$ cat src/verilog/dxb_pkg.sv
package dxb_pkg;

  // ------------------------------------------------------------
  // widths and reset timing
  // ------------------------------------------------------------
  localparam int ADDR_W = 12;
  localparam int PORT_W = 3;
  localparam int DATA_W = 16;
  localparam int RESET_MIN_CYCLES = 5;
  localparam logic [2:0] RESET_CNT_INIT = 3'h0;
  localparam logic [11:0] ADDR_RESET = 12'h000;
  localparam logic [15:0] DATA_RESET = 16'h0000;

  // ------------------------------------------------------------
  // bus cycle kinds requested by the core
  // ------------------------------------------------------------
  typedef enum logic [2:0] {
    DXB_CYC_FETCH,
    DXB_CYC_PORT_IN,
    DXB_CYC_PORT_OUT,
    DXB_CYC_TABLE_WRITE_OP_SECOND,
    DXB_CYC_OTHER
  } dxb_cycle_type;

endpackage : dxb_pkg

$ cat src/verilog/dxb_bus_pins.sv
module dxb_bus_pins
  import dxb_pkg::*;
#(
  parameter int RESET_HOLD = RESET_MIN_CYCLES
) (
  // clock and reset
  input wire logic clk_sys,
  input wire logic nrst,
  // core side, one entry per machine cycle
  input wire logic cyc_valid,
  input wire dxb_cycle_type cyc_kind,
  input wire logic [ADDR_W-1:0] cyc_pc,
  input wire logic [PORT_W-1:0] cyc_port,
  input wire logic [DATA_W-1:0] cyc_wdata,
  output logic [DATA_W-1:0] core_rdata,
  output logic core_in_reset,
  // external pins
  output logic [ADDR_W-1:0] program_address_lines,
  output logic [DATA_W-1:0] parallel_data_lines_o,
  output logic [DATA_W-1:0] parallel_data_lines_oe_n,
  input wire logic [DATA_W-1:0] parallel_data_lines_i,
  output logic input_strobe_n,
  output logic write_strobe_n,
  output logic fetch_strobe_n
);

  // ------------------------------------------------------------
  // parameter check
  // ------------------------------------------------------------
  // the hold counter is three bits wide and must end above zero
  if (RESET_HOLD < 1 || RESET_HOLD > 7) begin : g_bad_hold
    $error("RESET_HOLD must be 1..7");
  end

  // ------------------------------------------------------------
  // state
  // ------------------------------------------------------------
  typedef struct packed {
    logic [2:0] rst_cnt;
    logic [DATA_W-1:0] dout;
    logic [DATA_W-1:0] oe_n;
    logic [DATA_W-1:0] rdata;
    logic [DATA_W-1:0] din_s1;
    logic [DATA_W-1:0] din_s2;
    logic in_n;
    logic wr_n;
    logic fe_n;
    logic in_reset;
    logic in_p1;
    logic in_p2;
  } dxb_state_type;

  dxb_state_type st_q;
  dxb_state_type st_d;

  // the address has a synchronous clear, so it lives apart from the state
  logic [ADDR_W-1:0] addr_q;
  logic [ADDR_W-1:0] addr_d;

  // ------------------------------------------------------------
  // decoding
  // ------------------------------------------------------------
  // port cycles: selected port on the low lines, upper lines low
  function automatic logic [ADDR_W-1:0] port_addr(input logic [PORT_W-1:0] port);
    return {{(ADDR_W-PORT_W){1'b0}}, port};
  endfunction : port_addr

  // ------------------------------------------------------------
  // next state
  // ------------------------------------------------------------
  always_comb begin
    st_d = st_q;
    addr_d = addr_q;
    // data lines and the strobe flag travel the same two-flop path
    st_d.din_s1 = parallel_data_lines_i;
    st_d.din_s2 = st_q.din_s1;
    st_d.in_p1 = ~st_q.in_n;
    st_d.in_p2 = st_q.in_p1;
    st_d.in_reset = 1'b0;
    st_d.in_n = 1'b1;
    st_d.wr_n = 1'b1;
    st_d.fe_n = 1'b1;
    st_d.oe_n = {DATA_W{1'b1}};
    // the word seen under the input strobe reaches the core three clocks later
    if (st_q.in_p2) begin
      st_d.rdata = st_q.din_s2;
    end
    if (st_q.rst_cnt != 3'(RESET_HOLD)) begin
      // requests during the hold are dropped without trace
      st_d.rst_cnt = st_q.rst_cnt + 3'h1;
      st_d.in_reset = 1'b1;
      addr_d = ADDR_RESET;
    end else if (cyc_valid) begin
      unique case (cyc_kind)
        DXB_CYC_PORT_IN: begin
          addr_d = port_addr(cyc_port);
          st_d.in_n = 1'b0;
        end
        DXB_CYC_PORT_OUT: begin
          addr_d = port_addr(cyc_port);
          st_d.wr_n = 1'b0;
          st_d.dout = cyc_wdata;
          st_d.oe_n = {DATA_W{1'b0}};
        end
        DXB_CYC_TABLE_WRITE_OP_SECOND: begin
          addr_d = cyc_pc;
          st_d.wr_n = 1'b0;
          st_d.dout = cyc_wdata;
          st_d.oe_n = {DATA_W{1'b0}};
        end
        DXB_CYC_FETCH, DXB_CYC_OTHER: begin
          addr_d = cyc_pc;
          st_d.fe_n = 1'b0;
        end
        // codes outside the enum still fetch, so the strobe never goes missing
        default: begin
          addr_d = cyc_pc;
          st_d.fe_n = 1'b0;
        end
      endcase
    end else begin
      st_d.fe_n = 1'b0;
    end
  end

  // strobes high and bus released as soon as reset falls; address waits a clock
  always_ff @(posedge clk_sys or negedge nrst) begin
    if (!nrst) begin
      st_q.rst_cnt <= RESET_CNT_INIT;
      st_q.dout <= DATA_RESET;
      st_q.oe_n <= {DATA_W{1'b1}};
      st_q.rdata <= DATA_RESET;
      st_q.din_s1 <= DATA_RESET;
      st_q.din_s2 <= DATA_RESET;
      st_q.in_n <= 1'b1;
      st_q.wr_n <= 1'b1;
      st_q.fe_n <= 1'b1;
      st_q.in_reset <= 1'b1;
      st_q.in_p1 <= 1'b0;
      st_q.in_p2 <= 1'b0;
    end else begin
      st_q <= st_d;
    end
  end

  // address is cleared synchronously, one clock after reset is seen
  always_ff @(posedge clk_sys) begin
    if (!nrst) begin
      addr_q <= ADDR_RESET;
    end else begin
      addr_q <= addr_d;
    end
  end

  assign program_address_lines = addr_q;
  assign parallel_data_lines_o = st_q.dout;
  assign parallel_data_lines_oe_n = st_q.oe_n;
  assign input_strobe_n = st_q.in_n;
  assign write_strobe_n = st_q.wr_n;
  assign fetch_strobe_n = st_q.fe_n;
  assign core_rdata = st_q.rdata;
  assign core_in_reset = st_q.in_reset;

  // ------------------------------------------------------------
  // checks
  // ------------------------------------------------------------
  a_data_drive_wr: assert property (@(posedge clk_sys) disable iff (!nrst)
    (parallel_data_lines_oe_n == {DATA_W{1'b0}}) == !write_strobe_n)
    else $error("data bus drive does not follow write strobe");
  a_in_strobe_excl: assert property (@(posedge clk_sys) disable iff (!nrst)
    !input_strobe_n |-> write_strobe_n && fetch_strobe_n)
    else $error("input strobe overlaps another strobe");
  a_wr_strobe_excl: assert property (@(posedge clk_sys) disable iff (!nrst)
    !write_strobe_n |-> input_strobe_n && fetch_strobe_n)
    else $error("write strobe overlaps another strobe");
  a_fetch_default: assert property (@(posedge clk_sys) disable iff (!nrst)
    (input_strobe_n && write_strobe_n && !core_in_reset) |-> !fetch_strobe_n)
    else $error("fetch strobe missing");
  a_port_upper_low: assert property (@(posedge clk_sys) disable iff (!nrst)
    (!input_strobe_n || (!write_strobe_n && $past(cyc_kind) == DXB_CYC_PORT_OUT))
    |-> program_address_lines[ADDR_W-1:PORT_W] == '0)
    else $error("upper address lines not low in port cycle");
  a_port_select: assert property (@(posedge clk_sys) disable iff (!nrst)
    ($past(cyc_valid) && $past(cyc_kind) == DXB_CYC_PORT_IN && !core_in_reset)
    |-> program_address_lines[PORT_W-1:0] == $past(cyc_port))
    else $error("port number not on select lines");
  a_reset_strobes: assert property (@(posedge clk_sys) disable iff (!nrst)
    core_in_reset |-> input_strobe_n && write_strobe_n && fetch_strobe_n
      && parallel_data_lines_oe_n == {DATA_W{1'b1}})
    else $error("strobes active during reset");
  a_reset_addr: assert property (@(posedge clk_sys) disable iff (!nrst)
    $rose(nrst) |-> program_address_lines == ADDR_RESET)
    else $error("address not cleared after reset");
  a_addr_fetch: assert property (@(posedge clk_sys) disable iff (!nrst)
    ($past(cyc_valid) && $past(cyc_kind) == DXB_CYC_FETCH && !core_in_reset)
    |-> program_address_lines == $past(cyc_pc))
    else $error("fetch address not driven");
  a_addr_other: assert property (@(posedge clk_sys) disable iff (!nrst)
    ($past(cyc_valid) && !core_in_reset
      && ($past(cyc_kind) == DXB_CYC_OTHER || $past(cyc_kind) == DXB_CYC_TABLE_WRITE_OP_SECOND))
    |-> program_address_lines == $past(cyc_pc))
    else $error("program address not driven");
  a_addr_held: assert property (@(posedge clk_sys) disable iff (!nrst)
    (!$past(cyc_valid) && !core_in_reset) |-> $stable(program_address_lines))
    else $error("address moved without a request");
  a_port_out_sel: assert property (@(posedge clk_sys) disable iff (!nrst)
    ($past(cyc_valid) && $past(cyc_kind) == DXB_CYC_PORT_OUT && !core_in_reset)
    |-> program_address_lines[ADDR_W-1:PORT_W] == '0
      && program_address_lines[PORT_W-1:0] == $past(cyc_port))
    else $error("port number not on select lines for output");
  a_in_strobe_kind: assert property (@(posedge clk_sys) disable iff (!nrst)
    !input_strobe_n |-> $past(cyc_valid) && $past(cyc_kind) == DXB_CYC_PORT_IN)
    else $error("input strobe without a port input cycle");
  a_wr_strobe_kind: assert property (@(posedge clk_sys) disable iff (!nrst)
    !write_strobe_n |-> $past(cyc_valid)
      && ($past(cyc_kind) == DXB_CYC_PORT_OUT || $past(cyc_kind) == DXB_CYC_TABLE_WRITE_OP_SECOND))
    else $error("write strobe without an output cycle");
  a_wr_data_out: assert property (@(posedge clk_sys) disable iff (!nrst)
    !write_strobe_n |-> parallel_data_lines_o == $past(cyc_wdata))
    else $error("write data not on the data lines");
  a_in_data_core: assert property (@(posedge clk_sys) disable iff (!nrst)
    !$past(input_strobe_n, 3) |-> core_rdata == $past(parallel_data_lines_i, 3))
    else $error("input word not handed to the core");

endmodule : dxb_bus_pins

$ cat config.mk
export PLATFORM = sky130hd
export DESIGN_NAME = dxb_bus_pins
export DESIGN_NICKNAME = d
export VERILOG_FILES = /design/src/verilog/dxb_pkg.sv /design/src/verilog/dxb_bus_pins.sv
export SDC_FILE = /design/constraint.sdc
export NUM_CORES = 1
export LEC_CHECK = 0
export BUFFER_PORTS_ARGS = -buffer_cell sky130_fd_sc_hd__buf_2
export CORE_MARGIN = 2
export CORE_UTILIZATION = 40
export DETAILED_ROUTE_END_ITERATION = 8
export GPL_TIMING_DRIVEN = 0
export PLACE_DENSITY = 0.77
export SYNTH_ARGS = -nofsm -noshare
export SYNTH_HDL_FRONTEND = slang
export SYNTH_SLANG_ARGS = --single-unit
$ cat constraint.sdc
create_clock -name clk_sys -period 2.2 [get_ports clk_sys]
set_input_delay 0.11 -clock clk_sys [delete_from_list [all_inputs] [get_ports clk_sys]]
set_output_delay 0.11 -clock clk_sys [all_outputs]
set_load 0.02 [all_outputs]
# ---- Word level (Yosys, flattened, before mapping)
# Cells that the tools add are included.
# W data, S select, Z words.
dict set report classes {
  add_sub_neg 1
  n_eq_ne 4
  mux 11
  n_bitwise 3
  n_reduce_logical 5
}
# operator count
set ops {}
lappend ops {{$mux W16} 3}
lappend ops {{$mux W12} 1}
lappend ops {{$eq A3 B2 Y1 const B} 2}
lappend ops {{$reduce_or A2 Y1} 3}
lappend ops {{$mux W1} 5}
lappend ops {{$add A3 B1 Y3 const B} 1}
lappend ops {{$eq A3 B1 Y1 const B} 1}
lappend ops {{$mux W3} 1}
lappend ops {{$ne A3 B3 Y1 const B} 1}
lappend ops {{$not A1 Y1} 3}
lappend ops {{$reduce_and A3 Y1} 1}
lappend ops {{$reduce_or A3 Y1} 1}
lappend ops {{$mux W2} 1}
dict set report word_totals {
  reg_bits 101
  in_bits 53
  out_inout_bits 64
  wordCells 37
}

# ---- Longest topological paths before layout
dict set report depth {
  word_depth 5
  ltp_mapped 5
  ltp_nobuf 5
}

# ---- Least setup slack after synthesis
# OpenSTA, ideal clock, no wires.
dict set report synth_path {
  path_kind {register to register}
  startpoint {register st_q[87] in the netlist's numbering}
  endpoint {register st_q (netlist bit parallel_data_lines_o[10])}
  setup_ns 0.125
  arrival_time_ns 1.313
  required_time_ns 2.075
  path_slack_ns 0.762
  stages_incl_launch_ff 6
  n_path_buf 1
  period_less_slack_ns 1.438
  cell_sequence {dfrtp_1 > inv_1 > ha_1 > nand4_4 > buf_6 > mux2_4}
}
dict set report synth_between {
  elab_chain_cells 3
}
# element line
set synth_rtl {}
lappend synth_rtl {{start, declared} dxb_bus_pins.sv:53} ;# dxb_state_type st_q;
lappend synth_rtl {{start signal, assigned} dxb_bus_pins.sv:142} ;# st_q <= st_d;
lappend synth_rtl {{$ne A3 B3 Y1} dxb_bus_pins.sv:88} ;# if (st_q.rst_cnt != 3'(RESET_HOLD)) begin
lappend synth_rtl {{$not A1 Y1 (no line)} --}
lappend synth_rtl {{$reduce_and A3 Y1 (no line)} --}
# No other way between the ends.
# A chain may end at the register's enable or synchronous reset.

# ---- Worst setup path after layout
dict set report layout_path {
  startpoint {input port nrst}
  endpoint {register addr_q[2] (netlist: program_address_lines[2])}
}
dict set report layout_between {
  elab_chain_cells 2
}
# element line
set layout_rtl {}
lappend layout_rtl {{start, declared} dxb_bus_pins.sv:8} ;# input wire logic nrst,
lappend layout_rtl {{$not A1 Y1 (no line)} --}
lappend layout_rtl {{$reduce_or A2 Y1 (no line)} --}
lappend layout_rtl {{end signal, assigned} dxb_bus_pins.sv:151} ;# addr_q <= addr_d;
lappend layout_rtl {{end, declared} dxb_bus_pins.sv:57} ;# logic [ADDR_W-1:0] addr_q;
# No other way between the ends.

==> results.yml <==
outcome:
  outcome: "finished clean"
sta:
  finalMaxSlewViolations: 0
  worst_hold_slack_ps: 35.3
  worstMarginPinSlew_ps: 887
  slew-limit-headroom_pct: 40.9
  min_period_ps: 1820
  setup_viol: 0
  timing.final.hold_violations: 0
  skew_ps: 7.53
  rsz0062_at_grt: "no"
  fmax_mhz: 548
  finalCritPeriodShare_pct: 82.9
yosys:
  yosys.cell_types.count: 25
  syn-cell-area_sq_um: 3250
  synthXorXnorAreaFrac_pct: 0.538
  synth_compound_gate_area_share_pct: 5.73
  post_synth_and_or_nand_nor_area_fraction_pct: 4.31
  yosysWarnings: 0
  muxShareOfSynthArea_pct: 12.1
  syn_inst: 234
  synth_fa_ha_area_share_pct: 0.769
  dominant_combinational_cell_family_by_area_after_synthesis: "buffers and inverters"
  synthesis.nets: 289
  syn_area_per_cell_sq_um: 13.9
  synth_seq_area_share_pct: 63.7
  postSynthRegisterBits: 85
floorplan:
  dieWidth_um: 94.2
  floorplan.die_area_sq_um: 8870
  ioPinCount: 117
  start_util_pct: 41.7
  rows: 32
  core-area_sq_um: 7810
  die_h_um: 94.2
power:
  p_leak_nw: 2.20
  max-vdd-ir-drop_mv: 0.417
  power.density_cell_area_nw_per_um2: 838
global_route:
  first_global_vias: 2283
  grt_antenna_before_repair: 0
  global_route_wire_length_before_repair_mm: 10.5
  grt_overflow: 0
  grt_max_degree: 75
  globalRouteTotalUtil_pct: 15.4
placement:
  dpl_cell_area_sq_um: 3970
  dpl_wire_length_mm: 4.27
  io_buffer_count: 116
  dp_cells: 452
  gpl.final_weighted_congestion: 0.823
drt:
  drt-wirelength-per-cell_um: 12.8
  drt_first_pass_iters: 4
  ant_nets: 0
  vias: 2205
  drt_iter0_drc: 46
  vias_per_cell: 4.40
  wirelength_mm: 6.41
  drt_drc_violations_left: 0
cells_and_area:
  seqCellArea_sq_um: 2070
  drive_above_1_share_pct: 55.1
  area_delta_synth_final_pct: 38.2
  multi_input_area_sq_um: 763
  antenna-diode-count: 0
  fillers: 675
  finish.instance_area_sq_um: 4500
  final_cells: 501
  fin_nets: 449
critical_path:
  critical_path.cell_chain: "dlygate4sd3_1 -> buf_4 -> nand3_1 -> clkbuf_1 -> a211oi_1"
  cp.arrival_ps: 2080
  type_of_destination_of_the_critical_path: "register"
  crit-reg2reg-capture: "parallel_data_lines_o[13]"
  timing.reg2reg.worst_path_depth: 5
  cp-start-kind: "primary input"
  criticalPathCategory: "in2reg"
  crit_required_ps: 2460
  cpLargestDelayFamily: "buffers and inverters"
  crit_path_top_delay_cell: "sky130_fd_sc_hd__buf_4"
  critical-path-max-stage-delay_ps: 690
  crit_reg_reg_startpoint: "st_q[87]"
  biggest_fanout_along_the_worst_timing_path: 74
  r2r_setup_slack_ps: 600
  cp_num_buf_inv: 3
clocking:
  tritoncts_clock_tree: "yes"
  clock_latency_ps: 340
  cts_buffers: 9
  clock-sinks: 85
  cts_root_buf: "sky130_fd_sc_hd__clkbuf_8"
  htree_num_levels: 3
  clkTransAtPathRegs_ps: 90
  post_cts_buffers: 0
  cts_max_path_buffers: 2
worst_hold_path:
  hold_class: "in2reg"
  hold_path.startpoint: "cyc_wdata[14]"
  whs_endpoint: "parallel_data_lines_o[14]"
  hold_depth: 2
job:
  drv.max_cap_violation_count: 0
area by class of cell:
class	instances	area share (%)
Buffer	56	8.90
Tap cell	102	2.84
Sequential cell	85	46.1
Clock inverter	7	1.75
Timing Repair Buffer	149	20.3
Inverter	5	0.417
Clock buffer	9	2.75
Multi-Input combinational cell	88	17.0
through the flow:
| stage | worst slack, ps | util [%] | power, W | setup TNS [ps] |
|---|---|---|---|---|
| after global routing | 110 | 57.6 | 0.00397 | 0 |
| after CTS | 329 | 57.5 | 0.00382 | 0 |
| after detailed placement | 514 | 50.8 | 0.00265 | 0 |
| final | 376 | 57.6 | 0.00377 | 0 |
| after global placement | -55.0 | 50.8 | 0.00262 | -55.0 |
| after floorplan | 762 | - | 0.00238 | 0 |
flip-flops by register name, indices dropped and copies added (netlist names):
| signal | count |
|---|---|
| core_in_reset | 1 |
| core_rdata | 16 |
| fetch_strobe_n | 1 |
| input_strobe_n | 1 |
| parallel_data_lines_o | 16 |
| parallel_data_lines_oe_n | 1 |
| program_address_lines | 12 |
| st_d | 17 |
| st_q | 20 |
worst max-delay path by stage:
stage,start,to,cells after the start
CTS,nrst,program_address_lines[2],5
global route,nrst,program_address_lines[11],5
finish,nrst,program_address_lines[2],5
floorplan,st_q[87],parallel_data_lines_o[10],5
detailed placement,nrst,program_address_lines[2],4
global placement,nrst,program_address_lines[2],4
metal layers:
metal / GRT usage [%] / wire (um) / up-vias
li1: - / - / 1054
met5: 0 / 0 / -
met4: 6.16 / 115 / 0
met2: 27.3 / 3440 / 66
met1: 17.5 / 2580 / 1075
met3: 4.01 / 277 / 10
where the power goes:
group          internal (W)  switching (W)  total (W)
combinational      0.000455       0.000400   0.000856
sequential          0.00173      0.0000827    0.00181
clock              0.000541       0.000566    0.00111
total               0.00272        0.00105    0.00377
cells in the mapped netlist:
master / n / share of area [%]
sky130_fd_sc_hd__nand2_1: 2 / 0.23
sky130_fd_sc_hd__ha_1: 2 / 0.77
sky130_fd_sc_hd__nor2_1: 7 / 0.81
sky130_fd_sc_hd__dfstp_2: 4 / 3.2
sky130_fd_sc_hd__mux2_4: 9 / 4.2
sky130_fd_sc_hd__buf_4: 48 / 11
sky130_fd_sc_hd__and2b_1: 1 / 0.23
sky130_fd_sc_hd__inv_1: 5 / 0.58
sky130_fd_sc_hd__nand4_4: 1 / 0.65
sky130_fd_sc_hd__mux2_2: 23 / 8.0
sky130_fd_sc_hd__o21ai_0: 4 / 0.62
sky130_fd_sc_hd__dfxtp_1: 12 / 7.4
sky130_fd_sc_hd__clkbuf_1: 5 / 0.58
sky130_fd_sc_hd__dfrtp_1: 69 / 53
sky130_fd_sc_hd__o211ai_1: 9 / 2.1
sky130_fd_sc_hd__a211oi_1: 3 / 0.69
sky130_fd_sc_hd__o31a_1: 3 / 0.81
sky130_fd_sc_hd__a21oi_1: 10 / 1.5
sky130_fd_sc_hd__buf_6: 1 / 0.35
sky130_fd_sc_hd__buf_2: 2 / 0.31
sky130_fd_sc_hd__nand4bb_1: 1 / 0.35
sky130_fd_sc_hd__nand2b_1: 9 / 1.7
sky130_fd_sc_hd__xor2_1: 1 / 0.27
sky130_fd_sc_hd__nand3_1: 2 / 0.31
sky130_fd_sc_hd__xnor2_1: 1 / 0.27
cells in the final DEF, fill, tap and decap left out, types with 2 or more instances in the layout:
cell type and count:
sky130_fd_sc_hd__nand2_1 2, sky130_fd_sc_hd__dfrtp_1 69, sky130_fd_sc_hd__dfxtp_1 12, sky130_fd_sc_hd__buf_2 117, sky130_fd_sc_hd__clkbuf_8 9, sky130_fd_sc_hd__clkbuf_1 5, sky130_fd_sc_hd__inv_1 5, sky130_fd_sc_hd__dlygate4sd3_1 33
sky130_fd_sc_hd__ha_1 2, sky130_fd_sc_hd__mux2_2 23, sky130_fd_sc_hd__dfstp_2 4, sky130_fd_sc_hd__o21ai_0 4, sky130_fd_sc_hd__inv_6 4, sky130_fd_sc_hd__nand3_1 2, sky130_fd_sc_hd__nor2_1 7, sky130_fd_sc_hd__o31a_1 3
sky130_fd_sc_hd__buf_4 49, sky130_fd_sc_hd__mux2_4 9, sky130_fd_sc_hd__nand2b_1 9, sky130_fd_sc_hd__a21oi_1 10, sky130_fd_sc_hd__a211oi_1 3, sky130_fd_sc_hd__o211ai_1 9
cells by family (layout without fill, tap and decap cells):
kind of cell	Yosys count	in the layout
DFF	85	85
buffers and inverters	61	226
muxes	32	32
AOI/OAI and AO/OA	29	29
and+or+nand+nor	23	23
adders and majority gates	2	2
xor gates and xnor gates	2	2
timing repair:
action	in CTS	in global routing
endpoints found under the hold margin	100	1
gates resized for setup	0	0
hold buffers	32	1
worst reg2reg max path, delay by kind of cell (launching register included):
family | cells | cell delay, ps
adder cells (fa/ha/maj) | 1 | 270
buffers and inverters | 2 | 280
flip-flops | 1 | 410
multiplexers | 1 | 310
AND/OR/NAND/NOR | 1 | 220
Power figures use the tool's default switching activity.
